`config.mk`:
```
export PLATFORM = sky130hd
export DESIGN_NAME = apr_aux_pin_remap_control
export DESIGN_NICKNAME = d
export VERILOG_FILES = /design/src/hw/apr_pkg.sv /design/src/hw/apr_aux_pin_remap_control.sv
export SDC_FILE = /design/constraint.sdc
export NUM_CORES = 1
export LEC_CHECK = 0
export ABC_AREA = 1
export BUFFER_PORTS_ARGS = -buffer_cell sky130_fd_sc_hd__buf_4
export CORE_MARGIN = 2
export CORE_UTILIZATION = 40
export DETAILED_ROUTE_END_ITERATION = 6
export PLACE_DENSITY = 0.79
export SYNTH_ARGS = -nofsm -noshare
export SYNTH_HDL_FRONTEND = slang
export SYNTH_SLANG_ARGS = --single-unit
```
`constraint.sdc`:
```
create_clock -name clock_i -period 0.9 [get_ports clock_i]
set_input_delay 0 -clock clock_i [delete_from_list [all_inputs] [get_ports clock_i]]
set_output_delay 0 -clock clock_i [all_outputs]
set_load 0.05 [all_outputs]
```
`src/hw/apr_pkg.sv`:
```
// package: register map, field positions and shared types of the aux pin remap control
// What this block does
// [RULE1] two-bit field picks crystal-output pin: port bit, osc, osc/2, osc/4; code divides clock_i, not osc, for /2 and /4
// [RULE2] that field acts only while internal high-frequency rc osc clocks the system
// [RULE3] port 6 bit 0 fast-drive bit switches that pin to fast drive
// [RULE4] port 3 bit 4 fast-drive bit switches that pin to fast drive
// [RULE5] external-memory fast-drive bit fast-drives the ale, rd and wr strobes
// [RULE6] justify bit clear: upper eight bits high byte, lower two in low[1:0]
// [RULE7] justify bit set: upper two bits in high[1:0], lower eight in low byte
// [RULE8] xram disable bit clear lets on-chip 1024-byte ram serve data accesses
// [RULE9] software writes zero to reserved bit 0 of first register; reads as zero
// [RULE10] keypad remap moves inputs 0-3 to port 4 and 4-7 to port 5
// [RULE11] counter remap moves count input to p4.2, modules 0-1 p4, 2-5 p5
// [RULE12] spi remap moves ss, mosi, miso, sck from p1.4-7 to p5.0-3
// [RULE13] second uart remap moves rx p1.2 to p4.0 and tx p1.3 to p4.1
// [RULE14] software writes zeros to reserved bits 3 to 1 of second register
// [RULE15] data pointer select bit picks pointer 0 when clear, pointer 1 when set
// [RULE16] after reset crystal-output field is 00, pin stays general purpose
// [RULE17] with remap clear, signals stay on original pins, alternates stay ports
package apr_pkg;
  localparam logic [7:0] APR_CLKDRV_ADDR = 8'h8E;
  localparam logic [7:0] APR_REMAP_ADDR = 8'hA2;
  localparam logic [7:0] APR_CLKDRV_RST = 8'h00;
  localparam logic [7:0] APR_REMAP_RST = 8'h00;
  localparam logic [7:0] APR_CLKDRV_WMASK = 8'hFE;
  localparam logic [7:0] APR_REMAP_WMASK = 8'hF1;
  localparam int APR_XOSEL_HI = 7;
  localparam int APR_XOSEL_LO = 6;
  localparam int APR_XOFD_BIT = 5;
  localparam int APR_T0FD_BIT = 4;
  localparam int APR_EMFD_BIT = 3;
  localparam int APR_ADCRJ_BIT = 2;
  localparam int APR_XRAMD_BIT = 1;
  localparam int APR_KBR_BIT = 7;
  localparam int APR_CAR_BIT = 6;
  localparam int APR_SPIR_BIT = 5;
  localparam int APR_U2R_BIT = 4;
  localparam int APR_DPS_BIT = 0;
  localparam logic [1:0] APR_XO_PORT = 2'h0;
  localparam logic [1:0] APR_XO_OSC = 2'h1;
  localparam logic [1:0] APR_XO_DIV2 = 2'h2;
  localparam logic [1:0] APR_XO_DIV4 = 2'h3;
  typedef struct packed {
    logic wr;
    logic rd;
    logic [7:0] addr;
    logic [7:0] wdata;
  } apr_sfr_t;
  typedef struct packed {
    logic ss;
    logic mosi;
    logic miso;
    logic sck;
  } apr_spi_t;
endpackage

```
`src/hw/apr_aux_pin_remap_control.sv`:
```
// module: auxiliary clock-drive and port-remap control registers with pin steering
`timescale 1ns/100ps
`default_nettype none
module apr_aux_pin_remap_control (
  input wire logic clock_i,
  input wire logic rstn_i,
  input wire apr_pkg::apr_sfr_t sfr_i,
  output logic [7:0] sfr_rdata_o,
  input wire logic sysclk_is_hf_rc_i,
  input wire logic internal_osc_clock_i,
  input wire logic p60_port_out_i,
  output logic crystal_output_pin_o,
  output logic xtal_out_pin_fast_drive_o,
  output logic timer0_out_pin_fast_drive_o,
  output logic ext_mem_strobe_fast_drive_o,
  input wire logic [9:0] adc_result_i,
  output logic [7:0] adc_result_high_o,
  output logic [7:0] adc_result_low_o,
  output logic onchip_xram_disable_o,
  output logic data_pointer_select_o,
  input wire logic [7:0] p1_pin_i,
  input wire logic [7:0] p2_pin_i,
  input wire logic [3:0] p4_pin_i,
  input wire logic [3:0] p5_pin_i,
  output logic [7:0] keypad_input_o,
  output logic counter_array_ext_input_o,
  input wire logic [5:0] counter_module_out_i,
  input wire logic [5:0] counter_module_oe_i,
  output logic [5:0] counter_module_in_o,
  input wire apr_pkg::apr_spi_t spi_out_i,
  input wire apr_pkg::apr_spi_t spi_oe_i,
  output apr_pkg::apr_spi_t spi_in_o,
  output logic second_uart_rx_o,
  input wire logic second_uart_tx_i,
  input wire logic [3:0] p4_port_out_i,
  input wire logic [3:0] p5_port_out_i,
  input wire logic [7:0] p1_port_out_i,
  output logic [3:0] p4_out_o,
  output logic [3:0] p4_alt_oe_o,
  output logic [3:0] p5_out_o,
  output logic [3:0] p5_alt_oe_o,
  output logic [7:0] p1_out_o,
  output logic [7:0] p1_alt_oe_o
);
  import apr_pkg::*;

  // ********************
  // input synchronisers
  // ********************
  logic [35:0] pin_s1_q;
  logic [35:0] pin_s2_q;
  logic [35:0] pin_raw;
  logic [7:0] p1s;
  logic [7:0] p2s;
  logic [3:0] p4s;
  logic [3:0] p5s;
  // oscillator tap is foreign to clock_i, so it rides the same two stages
  assign pin_raw = {p1_pin_i, p2_pin_i, p4_pin_i, p5_pin_i, sysclk_is_hf_rc_i,
                    internal_osc_clock_i, 10'h000};
  always_ff @(posedge clock_i or negedge rstn_i) begin
    if (!rstn_i) begin
      pin_s1_q <= '0;
      pin_s2_q <= '0;
    end else begin
      pin_s1_q <= pin_raw;
      pin_s2_q <= pin_s1_q;
    end
  end
  assign p1s = pin_s2_q[35:28];
  assign p2s = pin_s2_q[27:20];
  assign p4s = pin_s2_q[19:16];
  assign p5s = pin_s2_q[15:12];

  // ********************
  // registers
  // ********************
  logic [7:0] clkdrv_q;
  logic [7:0] clkdrv_d;
  logic [7:0] remap_q;
  logic [7:0] remap_d;
  always_comb begin
    clkdrv_d = clkdrv_q;
    remap_d = remap_q;
    if (sfr_i.wr && sfr_i.addr == APR_CLKDRV_ADDR) begin
      clkdrv_d = sfr_i.wdata & APR_CLKDRV_WMASK; // RULE9
    end else if (sfr_i.wr && sfr_i.addr == APR_REMAP_ADDR) begin
      remap_d = sfr_i.wdata & APR_REMAP_WMASK; // RULE14
    end
  end
  always_ff @(posedge clock_i or negedge rstn_i) begin
    if (!rstn_i) begin
      clkdrv_q <= APR_CLKDRV_RST; // RULE16
      remap_q <= APR_REMAP_RST;
    end else begin
      clkdrv_q <= clkdrv_d;
      remap_q <= remap_d;
    end
  end
  // unmapped addresses read as zero
  always_comb begin
    if (sfr_i.addr == APR_CLKDRV_ADDR) begin
      sfr_rdata_o = clkdrv_q;
    end else if (sfr_i.addr == APR_REMAP_ADDR) begin
      sfr_rdata_o = remap_q;
    end else begin
      sfr_rdata_o = 8'h00;
    end
  end

  // ********************
  // clock output divider
  // ********************
  // divide is counted on the system clock; the oscillator tap is not used by the divide
  logic [1:0] div_q;
  logic [1:0] div_d;
  logic xo_q;
  logic xo_d;
  logic hf_sel;
  logic osc_s;
  logic [1:0] xo_sel;
  assign hf_sel = pin_s2_q[11];
  // limitation: osc tap above half of clock_i aliases, output is a resample
  assign osc_s = pin_s2_q[10];
  assign xo_sel = clkdrv_q[APR_XOSEL_HI:APR_XOSEL_LO];
  always_comb begin
    div_d = div_q + 2'h1;
    case (xo_sel)
      APR_XO_OSC: xo_d = osc_s; // RULE1
      APR_XO_DIV2: xo_d = div_q[0]; // RULE1
      APR_XO_DIV4: xo_d = div_q[1]; // RULE1
      default: xo_d = p60_port_out_i;
    endcase
    if (!hf_sel) begin
      xo_d = p60_port_out_i; // RULE2
    end
  end
  always_ff @(posedge clock_i or negedge rstn_i) begin
    if (!rstn_i) begin
      div_q <= 2'h0;
      xo_q <= 1'b0;
    end else begin
      div_q <= div_d;
      xo_q <= xo_d;
    end
  end
  assign crystal_output_pin_o = xo_q;

  // ********************
  // drive, adc, memory
  // ********************
  assign xtal_out_pin_fast_drive_o = clkdrv_q[APR_XOFD_BIT]; // RULE3
  assign timer0_out_pin_fast_drive_o = clkdrv_q[APR_T0FD_BIT]; // RULE4
  assign ext_mem_strobe_fast_drive_o = clkdrv_q[APR_EMFD_BIT]; // RULE5
  assign onchip_xram_disable_o = clkdrv_q[APR_XRAMD_BIT]; // RULE8
  assign data_pointer_select_o = remap_q[APR_DPS_BIT]; // RULE15
  logic [15:0] adc_q;
  logic [15:0] adc_d;
  always_comb begin
    if (clkdrv_q[APR_ADCRJ_BIT]) begin
      adc_d = {6'h00, adc_result_i}; // RULE7
    end else begin
      adc_d = {adc_result_i[9:2], 6'h00, adc_result_i[1:0]}; // RULE6
    end
  end
  always_ff @(posedge clock_i or negedge rstn_i) begin
    if (!rstn_i) begin
      adc_q <= 16'h0000;
    end else begin
      adc_q <= adc_d;
    end
  end
  assign adc_result_high_o = adc_q[15:8];
  assign adc_result_low_o = adc_q[7:0];

  // ********************
  // pin remap
  // ********************
  // input muxes read synchronised pins; outputs pass straight to pads
  logic kb;
  logic ca;
  logic sp;
  logic u2;
  assign kb = remap_q[APR_KBR_BIT];
  assign ca = remap_q[APR_CAR_BIT];
  assign sp = remap_q[APR_SPIR_BIT];
  assign u2 = remap_q[APR_U2R_BIT];
  always_comb begin
    keypad_input_o = kb ? {p5s, p4s} : p2s; // RULE10 RULE17
    counter_array_ext_input_o = ca ? p4s[2] : p1s[1]; // RULE11 RULE17
    counter_module_in_o = ca ? {p5s, p4s[1:0]} : p1s[7:2]; // RULE11 RULE17
    spi_in_o = sp ? {p5s[0], p5s[1], p5s[2], p5s[3]} // RULE12
                  : {p1s[4], p1s[5], p1s[6], p1s[7]};
    second_uart_rx_o = u2 ? p4s[0] : p1s[2]; // RULE13 RULE17
    p4_out_o = p4_port_out_i;
    p4_alt_oe_o = 4'h0;
    p5_out_o = p5_port_out_i;
    p5_alt_oe_o = 4'h0;
    p1_out_o = p1_port_out_i;
    p1_alt_oe_o = 8'h00;
    if (ca) begin
      p4_out_o[1:0] = counter_module_out_i[1:0]; // RULE11
      p4_alt_oe_o[1:0] = counter_module_oe_i[1:0];
      p5_out_o = counter_module_out_i[5:2];
      p5_alt_oe_o = counter_module_oe_i[5:2];
    end else begin
      p1_out_o[7:2] = counter_module_out_i; // RULE17
      p1_alt_oe_o[7:2] = counter_module_oe_i;
    end
    if (sp) begin
      p5_out_o = {spi_out_i.sck, spi_out_i.miso, spi_out_i.mosi, spi_out_i.ss}; // RULE12
      p5_alt_oe_o = {spi_oe_i.sck, spi_oe_i.miso, spi_oe_i.mosi, spi_oe_i.ss};
    end else begin
      p1_out_o[7:4] = {spi_out_i.sck, spi_out_i.miso, spi_out_i.mosi, spi_out_i.ss};
      p1_alt_oe_o[7:4] = {spi_oe_i.sck, spi_oe_i.miso, spi_oe_i.mosi, spi_oe_i.ss};
    end
    if (u2) begin
      p4_out_o[1] = second_uart_tx_i; // RULE13
      p4_alt_oe_o[1] = 1'b1;
    end else begin
      p1_out_o[3] = second_uart_tx_i; // RULE17
      p1_alt_oe_o[3] = 1'b1;
    end
  end

  // ********************
  // assertions
  // ********************
  // reserved bits stay clear even if software breaks its side
  AST_RSV0: assert property (@(posedge clock_i) disable iff (!rstn_i) // RULE9
    !clkdrv_q[0])
    else $error("reserved bit 0 set");

  AST_RSV31: assert property (@(posedge clock_i) disable iff (!rstn_i) // RULE14
    remap_q[3:1] == 3'h0)
    else $error("reserved bits set");

  // clock output
  AST_XO_PORT: assert property (@(posedge clock_i) disable iff (!rstn_i) // RULE2
    !hf_sel |=> crystal_output_pin_o == $past(p60_port_out_i))
    else $error("xtal pin not port");

  AST_XO_GPIO: assert property (@(posedge clock_i) disable iff (!rstn_i) // RULE1
    (xo_sel == APR_XO_PORT) |=> crystal_output_pin_o == $past(p60_port_out_i))
    else $error("xtal pin not port in gpio mode");

  AST_OSC: assert property (@(posedge clock_i) disable iff (!rstn_i) // RULE1
    (hf_sel && xo_sel == APR_XO_OSC) |=> crystal_output_pin_o == $past(osc_s))
    else $error("osc tap wrong");

  AST_DIV2: assert property (@(posedge clock_i) disable iff (!rstn_i) // RULE1
    (hf_sel && xo_sel == APR_XO_DIV2) |=> crystal_output_pin_o == $past(div_q[0]))
    else $error("div2 wrong");

  AST_DIV4: assert property (@(posedge clock_i) disable iff (!rstn_i) // RULE1
    (hf_sel && xo_sel == APR_XO_DIV4) |=> crystal_output_pin_o == $past(div_q[1]))
    else $error("div4 wrong");

  // register bits reach their outputs one edge after the write
  AST_XOFD: assert property (@(posedge clock_i) disable iff (!rstn_i) // RULE3
    (sfr_i.wr && sfr_i.addr == APR_CLKDRV_ADDR)
    |=> xtal_out_pin_fast_drive_o == $past(sfr_i.wdata[APR_XOFD_BIT]))
    else $error("xtal fast drive not written");

  AST_T0FD: assert property (@(posedge clock_i) disable iff (!rstn_i) // RULE4
    (sfr_i.wr && sfr_i.addr == APR_CLKDRV_ADDR)
    |=> timer0_out_pin_fast_drive_o == $past(sfr_i.wdata[APR_T0FD_BIT]))
    else $error("timer0 fast drive not written");

  AST_EMFD: assert property (@(posedge clock_i) disable iff (!rstn_i) // RULE5
    (sfr_i.wr && sfr_i.addr == APR_CLKDRV_ADDR)
    |=> ext_mem_strobe_fast_drive_o == $past(sfr_i.wdata[APR_EMFD_BIT]))
    else $error("strobe fast drive not written");

  AST_XRAMD: assert property (@(posedge clock_i) disable iff (!rstn_i) // RULE8
    (sfr_i.wr && sfr_i.addr == APR_CLKDRV_ADDR)
    |=> onchip_xram_disable_o == $past(sfr_i.wdata[APR_XRAMD_BIT]))
    else $error("xram disable not written");

  AST_WR: assert property (@(posedge clock_i) disable iff (!rstn_i) // RULE15
    (sfr_i.wr && sfr_i.addr == APR_REMAP_ADDR)
    |=> data_pointer_select_o == $past(sfr_i.wdata[0]))
    else $error("dps not written");

  // adc justification
  AST_RJ: assert property (@(posedge clock_i) disable iff (!rstn_i) // RULE7
    clkdrv_q[APR_ADCRJ_BIT] |=> adc_result_low_o == $past(adc_result_i[7:0]))
    else $error("right justify wrong");

  AST_RJ_HI: assert property (@(posedge clock_i) disable iff (!rstn_i) // RULE7
    clkdrv_q[APR_ADCRJ_BIT] |=> adc_result_high_o == {6'h00, $past(adc_result_i[9:8])})
    else $error("right justify high wrong");

  AST_LJ: assert property (@(posedge clock_i) disable iff (!rstn_i) // RULE6
    !clkdrv_q[APR_ADCRJ_BIT] |=> adc_result_high_o == $past(adc_result_i[9:2]))
    else $error("left justify wrong");

  AST_LJ_LO: assert property (@(posedge clock_i) disable iff (!rstn_i) // RULE6
    !clkdrv_q[APR_ADCRJ_BIT] |=> adc_result_low_o == {6'h00, $past(adc_result_i[1:0])})
    else $error("left justify low wrong");

  // pin steering
  AST_KB: assert property (@(posedge clock_i) disable iff (!rstn_i) // RULE10
    kb |-> keypad_input_o[3:0] == p4s)
    else $error("keypad remap wrong");

  AST_KB_OFF: assert property (@(posedge clock_i) disable iff (!rstn_i) // RULE17
    !kb |-> keypad_input_o == p2s)
    else $error("keypad not on port 2");

  AST_CA: assert property (@(posedge clock_i) disable iff (!rstn_i) // RULE11
    ca |-> counter_array_ext_input_o == p4s[2] && counter_module_in_o[0] == p4s[0])
    else $error("counter remap wrong");

  AST_SPI: assert property (@(posedge clock_i) disable iff (!rstn_i) // RULE12
    sp |-> spi_in_o.ss == p5s[0] && p5_out_o[3] == spi_out_i.sck)
    else $error("spi remap wrong");

  AST_U2_ON: assert property (@(posedge clock_i) disable iff (!rstn_i) // RULE13
    u2 |-> second_uart_rx_o == p4s[0] && p4_out_o[1] == second_uart_tx_i)
    else $error("uart remap wrong");

  AST_U2: assert property (@(posedge clock_i) disable iff (!rstn_i) // RULE17
    !u2 |-> p1_out_o[3] == second_uart_tx_i)
    else $error("uart tx not on p1");
endmodule
`default_nettype wire

```
==> results.md <==
- The run finished, with violations left.
- The checks that failed: setup timing.
- For this run, the detailed router's first-pass iteration total came to 4.
- CTS built an H-tree with a depth of 3.
- The routed design could run at a clock period as short as 1460 ps.
- Of the total synthesized cell area, the portion taken by XOR and XNOR cells is 0.00263.
- The highest fanout seen on the critical path is 12.
- The number of cells after detailed placement is 619.
- The total wirelength of the detailed-routed design is 10800 um.
- The final-report hold violation count is 0.
- The detailed-route via count is about 3300.
- VDD sags by at most approximately 1.6 mV.
- Setup repair after global routing could not meet its margin everywhere.
- The number of cells on the worst reg-to-reg path is 4.
- The share of synthesized flip-flops with an asynchronous set or reset is 1.00.
- Once detail routing completed, the nets flagged for antenna violations numbered 0.
- The number of antenna violations at the first check in global routing came to 0.
- Of the post-synthesis cell area, the part taken by muxes is 0.0271.
- For this design the top-level I/O count stands at around 180.
- The most used flip-flop cell after synthesis is sky130_fd_sc_hd__dfrtp_1.
- The required time at the worst-slack endpoint is roughly 900 ps.
- The relative area change from synthesis to final layout is 96.0%.
- The first global-routing pass estimated 16300 um of wire.
- Averaged over all synthesized cells, the footprint is 9.81 um^2.
- The fraction of the mapped netlist area in adder cells is 0.
- Row generation in the floorplan step produced 33 rows.
- For this run, the register share of the synthesized area comes to 0.610.
- The worst hold path belongs to the class in2out.
- In the final layout, the share of cells above drive strength 1 is 0.544.
- The worst setup margin is -563 ps.
- The combinational family with the most area after synthesis is simple AND/OR/NAND/NOR gates.
- The critical register-to-register path endpoint is crystal_output_pin_o.
- The simple-gate area share of the yosys netlist is 0.180.
- During placement, the flow inserted port buffers numbering about 160.
- TritonCTS built the clock tree.
- The maximum buffer depth of the clock tree is 2.
- After detailed routing, the number of vias per cell comes to 4.77.
- Yosys attributes the largest share of cell area to sky130_fd_sc_hd__dfrtp_1, sky130_fd_sc_hd__nand2_1, sky130_fd_sc_hd__inv_1.
- The net count of the finished layout is a little under 700.
- Leaving out fill and tap cells, the most frequent cells in the layout are sky130_fd_sc_hd__buf_4, sky130_fd_sc_hd__dfrtp_1, sky130_fd_sc_hd__buf_6, sky130_fd_sc_hd__nand2_1, sky130_fd_sc_hd__dlygate4sd3_1.
- The clock-pin slew of the registers on the worst-case setup and hold paths is ~70 ps.
- The worst setup path category is reg2out.
- The most frequent standard cell in the layout excluding fill and tap cells is sky130_fd_sc_hd__buf_4.
- The number of DRC markers in iteration 0 is between 100 and 150.
- The count of distinct cell types in the synthesized netlist is 26.
- STA puts the critical path data arrival time at roughly 1500 ps.
- The layout filler cell count is 459.
- The number of setup violations in the final report is 60.
- The critical path endpoint category is a primary output.
- The fraction of post-synthesis cell area in the top cell type by area is 0.610.
- The number of global-route vias before repair is roughly 3500.
- For the worst-skew pair, the clock arrives at the later sink with an insertion delay of 340 ps.
- The clock net in this run drives a total of between 80 and 90 sinks.
- The total overflow left after global routing is 0.
- At the end of routability-driven placement, the weighted congestion stood at about 0.84.
- The share of the synthesized area in compound gates (AO/OA/AOI/OAI) is 0.0790.
- The tool flagged a number of max-cap violations equal to 0.
- Yosys printed 0 warnings.
- The mean routed wirelength per cell is around 16 um.
- The antenna cell count is 0.
- Power spread over the standard cell area amounts to approximately 1400 mW/mm^2.
- The initial utilization of the core area, before any placement, comes to 0.409.
- The largest clock skew in the final design is 12.4 ps.
- The die area is just over 0.009 mm^2.
- The portion of the clock cycle consumed by the worst path in the final layout is 1.63.
- The final non-filler cell total is between 600 and 700.
- In this run, synthesis inferred 0 flip-flops with an integrated enable.
- The number of instances on the worst hold path is 0.
- The summed negative setup slack over all endpoints is -24850 ps.
- The startpoint type of the worst setup path is a register.
- Once detailed placement completed, the half-perimeter wirelength came to a little under 7000 um.
- Entering global routing, the biggest net connects roughly 50 pins.
- The number of pins with negative max-slew slack in the final report is 0.
- The mapped netlist covers 0.00332 mm^2.
- The worst register-to-register path has a setup slack of -50 ps.
- In this run the horizontal extent of the chip is between 90 and 100 um.
- The die is 95.2 um tall.
- The worst hold path terminates at p1_out_o[1].
- The placeable core region is just over 0.008 mm^2.
- The cell sitting at the root of the clock tree is a sky130_fd_sc_hd__clkbuf_8.
- The cell count after synthesis came out at about 340.
- The maximum clock frequency is a little under 700 MHz.
- The startpoint of the most critical register-to-register path is clkdrv_q[7].
- The total routing resource utilization after global routing is 0.239.
- In this run, CTS created clock tree buffers numbering 9.
- The synthesized design contains 81 register bits.
- The source of the worst hold timing path is p1_port_out_i[1].
- The static leakage power is 3.19 nW.
- The cell type with the largest total area after synthesis is sky130_fd_sc_hd__dfrtp_1.
- The number of remaining DRC errors is 0.
-- synthesized netlist by cell type, types with 2 or more instances --
cell and number:
sky130_fd_sc_hd__a21oi_1 6, sky130_fd_sc_hd__buf_2 6, sky130_fd_sc_hd__buf_4 12, sky130_fd_sc_hd__dfrtp_1 81
sky130_fd_sc_hd__inv_1 48, sky130_fd_sc_hd__inv_2 4, sky130_fd_sc_hd__mux2_2 8, sky130_fd_sc_hd__nand2_1 75
sky130_fd_sc_hd__nand3_1 14, sky130_fd_sc_hd__nand4_1 7, sky130_fd_sc_hd__nor2_1 21, sky130_fd_sc_hd__nor2_4 3
sky130_fd_sc_hd__nor2_8 2, sky130_fd_sc_hd__o21ai_0 27, sky130_fd_sc_hd__o21ai_1 3, sky130_fd_sc_hd__o22ai_1 12
-- through the flow --
| step | util | worst slack (ps) | area, um^2 | hold slack, ps | power, mW |
|---|---|---|---|---|---|
| floorplan | - | -244 | 3880 | -296 | 5.39 |
| global placement | 0.653 | -289 | 5310 | -155 | 6.00 |
| detailed placement | 0.653 | -338 | 5310 | -154 | 6.05 |
| CTS | 0.789 | -566 | 6420 | 0.341 | 9.32 |
| global route | 0.801 | -625 | 6520 | 0.226 | 9.72 |
| finish | 0.801 | -563 | 6520 | 0.0653 | 9.35 |
-- power breakdown --
part,switching [mW],internal (mW)
registers,0.103,3.81
logic,1.40,1.11
clock network,1.35,1.58
total,2.85,6.50
-- metal layers --
layer	wire length, um	global-route usage
met1	3690	0.254
met5	0	0
met3	607	0.0403
met2	6160	0.456
met4	300	0.109
-- repair_timing --
action	in CTS	in global routing
gates cloned	2	0
pin swaps	9	2
endpoints found under the setup margin	76	85
gates resized for setup	106	25
setup buffers	6	4
endpoints found under the hold margin	135	0
hold buffers	46	0
-- state kept, by name, summed over array words and instances, names as in the netlist --
signal                count
adc_q                    16
clkdrv_q                  7
crystal_output_pin_o      1
div_q                     2
pin_s1_q                 25
pin_s2_q                 25
remap_q                   5
-- critical path: stages, from the launching register on --
cell and delay, ps:
sky130_fd_sc_hd__dfrtp_2 510, sky130_fd_sc_hd__buf_8 220, sky130_fd_sc_hd__nand2_1 130, sky130_fd_sc_hd__o21ai_4 70, sky130_fd_sc_hd__buf_4 200
-- area by class of cell --
class / instances / area [um^2] / share of cell area
tap: 105 / 131 / 0.0202
clock inverter: 7 / 100 / 0.0154
sequential: 81 / 2040 / 0.313
inverter: 53 / 215 / 0.0330
clock buffer: 9 / 124 / 0.0190
timing repair inverter: 1 / 6.26 / 0.000960
timing repair buffer: 246 / 2360 / 0.363
multi-input combinational: 189 / 1540 / 0.236
-- worst max path at each step --
stage               cells past startpoint  slack (ps)                endpoint  startpoint
finish                                  4        -560  counter_module_in_o[5]  remap_q[6]
floorplan                               5        -240             p5_out_o[2]  remap_q[5]
detailed placement                      4        -340          p1_alt_oe_o[4]  remap_q[6]
global placement                        4        -290          p1_alt_oe_o[4]  remap_q[6]
global route                            5        -630             p5_out_o[2]  remap_q[5]
CTS                                     4        -570             p5_out_o[2]  remap_q[6]
-- cell families (layout without fill, tap and decap cells) --
group | count (synthesis) | count (layout)
AO/OA/AOI/OAI | 49 | 49
multiplexers | 8 | 8
flip-flops | 81 | 81
XOR/XNOR | 1 | 1
AND/OR/NAND/NOR | 127 | 127
buffers and inverters | 72 | 316
other | 1 | 4
No activity file was read; power rests on OpenSTA's default activity.
